$ cat src/hdl/clamp_fmt_pkg.sv
// Package: register map, field layout, reset values and carrier types
`default_nettype none
package clamp_fmt_pkg;
  // ==========================================================
  // Register offsets
  localparam logic [7:0] clamp_start_low_off = 8'h12;
  localparam logic [7:0] clamp_start_high_off = 8'h13;
  localparam logic [7:0] clamp_end_low_off = 8'h14;
  localparam logic [7:0] clamp_end_high_off = 8'h15;
  localparam logic [7:0] output_format_off = 8'h16;
  // ==========================================================
  // Reset values
  localparam logic [7:0] clamp_start_low_rst = 8'h37;
  localparam logic [1:0] clamp_start_high_rst = 2'h0;
  localparam logic [7:0] clamp_end_low_rst = 8'h52;
  localparam logic [1:0] clamp_end_high_rst = 2'h0;
  localparam logic [6:0] output_format_rst = 7'h00;
  // ==========================================================
  // Output format field positions
  localparam int fmt_square_bit = 7;
  localparam int fmt_field_hi = 6;
  localparam int fmt_field_lo = 4;
  localparam int fmt_burst_bit = 3;
  localparam int fmt_drive_bit = 2;
  localparam int fmt_siting_bit = 1;
  // ==========================================================
  // Timing
  localparam int hsync_fixed_delay = 1;
  localparam int line_count_width = 10;

  typedef struct packed {
    logic square_pixel;
    logic [2:0] field_capture_select;
    logic burst_8bit;
    logic output_drive_enable;
    logic line_aligned_chroma;
  } output_format_s;

  typedef struct packed {
    logic [7:0] addr;
    logic [7:0] wdata;
    logic wr;
    logic rd;
  } reg_req_s;
endpackage
`default_nettype wire

$ cat src/hdl/clamp_fmt_regs.sv
// Clamp window and output format registers of the video decoder
// Summary of operation
// RL1: Clamp pulse ends at programmed time after horizontal sync detection.
// RL2: End time counts whole clocks after a fixed one-clock sync delay.
// RL3: Ten-bit end time; low byte at 0x14, top two bits 0x15.
// RL4: End time resets to 0x52 low, 00 high; other upper bits unused.
// RL5: Clamp pulse drives the converter clamp gate input.
// RL6: Format bit 7 selects square pixel when 1, BT601 when 0.
// RL7: Bits 6 to 4 choose which fields reach the data port.
// RL8: Format bit 3 selects 8-bit burst when 1, 16-bit when 0.
// RL9: Format bit 2 enables video output pins; 0 floats them.
// RL10: Format bit 1 zero gives half-line chroma offset; one aligns.
// RL11: Siting bit clears on reset.
// RL12: Format bit 0 ignores writes and reads zero.
// RL13: Clamp start is a ten-bit delay at 0x12 and 0x13.
// RL14: Pulse high while line counter lies between start and end.
`default_nettype none
module clamp_fmt_regs
(
  // Clock and reset
  input wire logic clk,
  input wire logic rst_b,
  // Register port
  input wire logic [7:0] reg_addr,
  input wire logic [7:0] reg_wdata,
  input wire logic reg_wr,
  input wire logic reg_rd,
  output logic [7:0] reg_rdata,
  // Video timing
  input wire logic hsync_detect,
  input wire logic field_odd,
  input wire logic field_start,
  input wire logic data_valid_in,
  // Converter clamp
  output logic clamp_gate_input,
  // Format controls
  output logic square_pixel,
  output logic burst_8bit,
  output logic line_aligned_chroma,
  output logic field_capture,
  // Pin drive
  output logic output_drive_enable,
  output logic data_valid_out
);
  // ==========================================================
  // Registers
  logic [7:0] start_low_reg;
  logic [1:0] start_high_reg;
  logic [7:0] end_low_reg;
  logic [1:0] end_high_reg;
  clamp_fmt_pkg::output_format_s fmt_reg;
  logic [7:0] rdata_reg;
  logic [7:0] rdata_next;
  logic [1:0] field_cnt_reg;
  logic capture_reg;
  logic capture_next;

  clamp_fmt_pkg::reg_req_s req;
  assign req = '{addr: reg_addr, wdata: reg_wdata, wr: reg_wr, rd: reg_rd};

  function automatic logic hit(input logic [7:0] a, input logic [7:0] off);
    hit = (a == off);
  endfunction

  wire wr_start_low = req.wr && hit(req.addr,
    clamp_fmt_pkg::clamp_start_low_off);
  wire wr_start_high = req.wr && hit(req.addr,
    clamp_fmt_pkg::clamp_start_high_off);
  wire wr_end_low = req.wr && hit(req.addr,
    clamp_fmt_pkg::clamp_end_low_off);
  wire wr_end_high = req.wr && hit(req.addr,
    clamp_fmt_pkg::clamp_end_high_off);
  wire wr_fmt = req.wr && hit(req.addr, clamp_fmt_pkg::output_format_off);

  wire [7:0] fmt_read = {fmt_reg, 1'b0};

  // ==========================================================
  // Read decode
  // RL12: bit 0 reads zero; unmapped addresses read zero
  always_comb
  begin
    if (hit(req.addr, clamp_fmt_pkg::clamp_start_low_off))
      rdata_next = start_low_reg;
    else if (hit(req.addr, clamp_fmt_pkg::clamp_start_high_off))
      rdata_next = {6'h00, start_high_reg};
    else if (hit(req.addr, clamp_fmt_pkg::clamp_end_low_off))
      rdata_next = end_low_reg;
    else if (hit(req.addr, clamp_fmt_pkg::clamp_end_high_off))
      rdata_next = {6'h00, end_high_reg};
    else if (hit(req.addr, clamp_fmt_pkg::output_format_off))
      rdata_next = fmt_read;
    else
      rdata_next = 8'h00;
  end

  // ==========================================================
  // Register writes
  always_ff @(posedge clk)
  begin
    if (!rst_b)
    begin
      // RL4: end time reset values
      start_low_reg <= clamp_fmt_pkg::clamp_start_low_rst;
      start_high_reg <= clamp_fmt_pkg::clamp_start_high_rst;
      end_low_reg <= clamp_fmt_pkg::clamp_end_low_rst;
      end_high_reg <= clamp_fmt_pkg::clamp_end_high_rst;
      // RL11: siting and other format bits clear
      fmt_reg <= clamp_fmt_pkg::output_format_rst;
      rdata_reg <= 8'h00;
    end
    else
    begin
      // RL13: start time halves
      if (wr_start_low)
        start_low_reg <= req.wdata;
      if (wr_start_high)
        start_high_reg <= req.wdata[1:0];
      // RL3: end time halves
      if (wr_end_low)
        end_low_reg <= req.wdata;
      if (wr_end_high)
        end_high_reg <= req.wdata[1:0];
      // RL12: write bit 0 dropped
      if (wr_fmt)
        fmt_reg <= req.wdata[clamp_fmt_pkg::fmt_square_bit:
          clamp_fmt_pkg::fmt_siting_bit];
      rdata_reg <= req.rd ? rdata_next : 8'h00;
    end
  end

  assign reg_rdata = rdata_reg;

  // ==========================================================
  // Field capture selection
  // RL7: per-field capture decision by field_capture_select
  always_comb
  begin
    case (fmt_reg.field_capture_select)
      3'h0: capture_next = 1'b0;
      3'h1: capture_next = (field_cnt_reg == 2'h0);
      3'h2: capture_next = !field_cnt_reg[0];
      3'h3: capture_next = field_odd && !field_cnt_reg[1];
      3'h4: capture_next = !field_odd && !field_cnt_reg[1];
      3'h5: capture_next = field_odd;
      3'h6: capture_next = !field_odd;
      default: capture_next = 1'b1;
    endcase
  end

  // Decision held for the whole field so a field is never cut
  always_ff @(posedge clk)
  begin
    if (!rst_b)
    begin
      field_cnt_reg <= 2'h0;
      capture_reg <= 1'b0;
    end
    else if (field_start)
    begin
      field_cnt_reg <= field_cnt_reg + 2'h1;
      capture_reg <= capture_next;
    end
  end

  assign field_capture = capture_reg;

  // ==========================================================
  // Format outputs
  logic square_reg;
  logic burst_reg;
  logic aligned_reg;
  always_ff @(posedge clk)
  begin
    if (!rst_b)
    begin
      square_reg <= 1'b0;
      burst_reg <= 1'b0;
      aligned_reg <= 1'b0;
    end
    else
    begin
      // RL6: pixel rate select
      square_reg <= fmt_reg.square_pixel;
      // RL8: transfer mode select
      burst_reg <= fmt_reg.burst_8bit;
      // RL10: chroma siting select
      aligned_reg <= fmt_reg.line_aligned_chroma;
    end
  end
  assign square_pixel = square_reg;
  assign burst_8bit = burst_reg;
  assign line_aligned_chroma = aligned_reg;

  // ==========================================================
  // Clamp pulse
  // RL5: pulse feeds converter clamp gate
  clamp_pulse_gen u_pulse
  (
    .clk(clk),
    .rst_b(rst_b),
    .hsync_detect(hsync_detect),
    .start_time({start_high_reg, start_low_reg}),
    .end_time({end_high_reg, end_low_reg}),
    .clamp_pulse(clamp_gate_input)
  );

  // RL9: pin drive gating
  output_drive_gate u_drive
  (
    .clk(clk),
    .rst_b(rst_b),
    .drive_enable(fmt_reg.output_drive_enable),
    .data_valid_in(data_valid_in && capture_reg),
    .pins_oe(output_drive_enable),
    .data_valid_out(data_valid_out)
  );
endmodule
`default_nettype wire

$ cat src/hdl/clamp_pulse_gen.sv
// Clamp pulse generator: per-line counter from horizontal sync fall
`default_nettype none
module clamp_pulse_gen
(
  // Clock and reset
  input wire logic clk,
  input wire logic rst_b,
  // Sync and window
  input wire logic hsync_detect,
  input wire logic [9:0] start_time,
  input wire logic [9:0] end_time,
  // Pulse
  output logic clamp_pulse
);
  // ==========================================================
  // Line counter
  logic hsync_d_reg;
  logic [9:0] count_reg;
  logic [9:0] count_next;
  logic pulse_reg;
  logic pulse_next;
  wire hsync_fall = hsync_d_reg && !hsync_detect;
  wire count_at_max = (count_reg == 10'h3ff);

  // RL2: fixed delay, count restarts at zero one clock after the fall
  assign count_next = hsync_fall ? 10'h000 :
    (count_at_max ? count_reg : count_reg + 10'h001);
  // RL1 RL14: window from start, ending at end
  assign pulse_next = (count_next >= start_time) && (count_next < end_time);

  always_ff @(posedge clk)
  begin
    if (!rst_b)
    begin
      hsync_d_reg <= 1'b0;
      count_reg <= 10'h3ff;
      pulse_reg <= 1'b0;
    end
    else
    begin
      hsync_d_reg <= hsync_detect;
      count_reg <= count_next;
      pulse_reg <= pulse_next;
    end
  end

  assign clamp_pulse = pulse_reg;
endmodule
`default_nettype wire

$ cat src/hdl/output_drive_gate.sv
// Output pin gating: drive enables and data valid from output format
`default_nettype none
module output_drive_gate
(
  // Clock and reset
  input wire logic clk,
  input wire logic rst_b,
  // Control
  input wire logic drive_enable,
  input wire logic data_valid_in,
  // Pins
  output logic pins_oe,
  output logic data_valid_out
);
  logic oe_reg;
  logic valid_reg;

  // RL9: pins driven only while enabled
  always_ff @(posedge clk)
  begin
    if (!rst_b)
    begin
      oe_reg <= 1'b0;
      valid_reg <= 1'b0;
    end
    else
    begin
      oe_reg <= drive_enable;
      valid_reg <= drive_enable && data_valid_in;
    end
  end

  assign pins_oe = oe_reg;
  assign data_valid_out = valid_reg;
endmodule
`default_nettype wire

$ cat config.mk
export PLATFORM = sky130hd
export DESIGN_NAME = clamp_fmt_regs
export DESIGN_NICKNAME = d
export VERILOG_FILES = /design/src/hdl/clamp_fmt_pkg.sv /design/src/hdl/clamp_fmt_regs.sv /design/src/hdl/clamp_pulse_gen.sv /design/src/hdl/output_drive_gate.sv
export SDC_FILE = /design/constraint.sdc
export NUM_CORES = 1
export LEC_CHECK = 0
export BUFFER_PORTS_ARGS = -buffer_cell sky130_fd_sc_hd__buf_2
export CORE_ASPECT_RATIO = 0.6
export CORE_UTILIZATION = 60
export DETAILED_ROUTE_END_ITERATION = 8
export PLACE_DENSITY = 0.83
export RECOVER_POWER = 50
export SLEW_MARGIN = 15
export SYNTH_ARGS = -nofsm -noshare
export SYNTH_HDL_FRONTEND = slang
export SYNTH_SLANG_ARGS = --single-unit
export TNS_END_PERCENT = 30
$ cat constraint.sdc
create_clock -name clk -period 7.5 [get_ports clk]
set_clock_uncertainty 0.15 [all_clocks]
set_input_delay 0.375 -clock clk [delete_from_list [all_inputs] [get_ports clk]]
set_output_delay 0.375 -clock clk [all_outputs]
set_load 0.05 [all_outputs]
==> metrics.yaml <==
route:
  drt-total-wl_mm: 6.77
  num_vias: 2541
  wl_per_cell_um: 15.8
  avgViaCountPerCell: 5.95
  drt-initial-drc-count: 245
  drt_pre_antenna_iters: 5
  ant_nets: 0
  remaining_drc_errors: 0
floorplanning:
  die_w_um: 91.8
  core_area_um2: 4610
  die_y_um: 55.9
  ios: 39
  rows: 19
  dieArea_um2: 5130
  start_util_pct: 62.9
clocking:
  cts_root_buffer: "clkbuf_8"
  path_clk_slew_ns: 0.10
  clock_sinks: 55
  cts_setup_buffers: 0
  htree_levels: 2
  cts_tree: "built"
  cts_resized: 0
  cts_buffers: 5
  cts_hold_buf: 0
  clk_path_buf_depth: 2
  clkLatencyLatePin_ns: 0.31
worst_setup_path:
  crit_required_ns: 7.56
  cp_max_fo: 7
  cp-start-kind: "flop"
  worstSetupPathType: "flop to flop"
  end_kind: "flop"
  critical_path_arrival_ns: 3.27
outcome:
  status: "finished, violations left"
  failed_checks: "max-capacitance violations, max-slew violations"
finish:
  largest_reg_flops: 10
  area_growth_syn_to_layout_pct: 9.62
  fin_nets: 408
  fillers: 381
  n_antenna_cell: 0
  drive_gt1_share_pct: 10.7
grt:
  grt_pass1_wl_mm: 11.1
  grt_max_degree: 52
  track_usage_pct: 27.9
  antenna_found_initial: 0
  gr-total-overflow: 0
  grt_pass1_vias: 2312
run:
  cap_violations: 1
sta:
  timing.fmax_mhz: 312
  setup_ws_ns: 4.30
  fin_crit_sh_pct: 42.7
  drv_slew: 52
  tightest_slew_ns: 2.05
  setup_viol: 0
  setup-tns-final_ns: 0
  period_minus_slack_ns: 3.20
  maxSlewHeadroom_pct: -36.4
  rsz0062_at_grt: "false"
  finalHoldViolCount: 0
synthesis:
  synthMuxAreaShare_pct: 7.93
  synth_largest_area_cell: "dfxtp_1"
  syn_area_um2: 2900
  syn_nets: 376
  synth_xor_area_share_pct: 1.51
  yosys_warnings: 0
  synth_top_family_by_area: "simple AND/OR/NAND/NOR gates"
  synth_area_per_cell_um2: 8.77
  ys_seq_area_share_pct: 37.9
  syn_inst: 331
  yosys.area.top_type_share_pct: 37.9
  yosys-top-cells-area: "dfxtp_1, ha_1, mux2i_1, nand2_1, inv_1"
  yosysMostFrequentCell: "dfxtp_1"
  synth_edf_count: 0
  ys.flop_type: "dfxtp_1"
  synthArstFlopShare_pct: 0
  synth-simple-area-share_pct: 21.6
  yosys_register_bits: 55
  netlist_top_cells_count: "dfxtp_1, nand2_1, inv_1, mux2i_1, ha_1"
  yosysUniqueCellTypes: 53
  synth_compound_area_share_pct: 15.3
  synthAdderAreaFrac_pct: 9.06
pwr:
  cellLeakagePower_nw: 1.33
  ir_drop_mv: 0.155
  p_total_mw: 0.939
  power_density_nw_per_um2: 295
hold_path:
  hold_class: "primary input to flop"
placement:
  io_buffers: 38
  dp_hpwl_mm: 5.09
  pre_cts_ws_ns: 4.48
  place_congestion: 0.994
## layout make-up
cell class                      instances  area, µm²  area share, %
Tap cell                               63       78.8           2.48
Sequential cell                        55       1100           34.6
Clock buffer                            5       68.8           2.16
Timing Repair Buffer                   38        170           5.35
Clock inverter                          3       43.8           1.38
Multi-Input combinational cell        233       1610           50.5
Inverter                               30        113           3.54
## critical path, cell delays in order, from the launching register on
cell and delay (ns):
dfxtp_1 0.45, ha_1 0.28, nand3_1 0.21, and4_1 0.26
a211oi_1 0.49, ha_1 0.35, a2111oi_0 0.50, o211ai_1 0.16
and4bb_2 0.26
## placed cells by master (no fill, tap or decap), drive strengths merged, types with 7 or more instances in the layout
cell type	instances
dfxtp	55
nand2	45
inv	30
mux2i	23
buf	22
ha	21
clkbuf	21
o21ai	19
nor2	18
nand3	9
o211ai	8
nand4	7
nand2b	7
nor3	7
## cells by family (layout without fill, tap and decap cells)
group | count (synthesis) | count (layout)
flops | 55 | 55
simple gates | 118 | 118
fa+ha+maj | 21 | 21
mux | 23 | 23
xor+xnor | 5 | 5
buf+inv | 43 | 76
compound gates | 66 | 66
## worst paths after layout
path                             start  cells after the start  slack [ns]             endpoint
setup / recovery  u_pulse.count_reg[0]                      8        4.30  u_pulse.clamp_pulse
hold / removal            hsync_detect                      2        0.14  u_pulse.hsync_d_reg
setup reg to reg  u_pulse.count_reg[0]                      8        4.30  u_pulse.clamp_pulse
hold reg to reg            fmt_read[7]                      2        0.30         square_pixel
## layer usage
layer,wire [µm],vias to the layer above,global-route usage (%)
met5,0,-,0
met1,3340,1170,42.5
met4,74,0,7.14
met2,2760,120,39.7
li1,-,1242,-
met3,596,9,6.15
## metrics by stage
stage,hold WS [ns],cells,cell area (µm²),util [%]
3_3_place_gp,0.290,419,3090,67.0
4_1_cts,0.134,427,3200,69.4
2_1_floorplan,0.277,331,2900,-
6_report,0.140,427,3180,69.0
5_1_grt,0.128,427,3180,69.0
3_5_place_dp,0.292,419,3090,67.0
## where the power goes
part	internal, mW	switching (mW)
Clock	0.0995	0.0982
Sequential	0.319	0.0350
Combinational	0.155	0.232
Power figures use the tool's default switching activity.
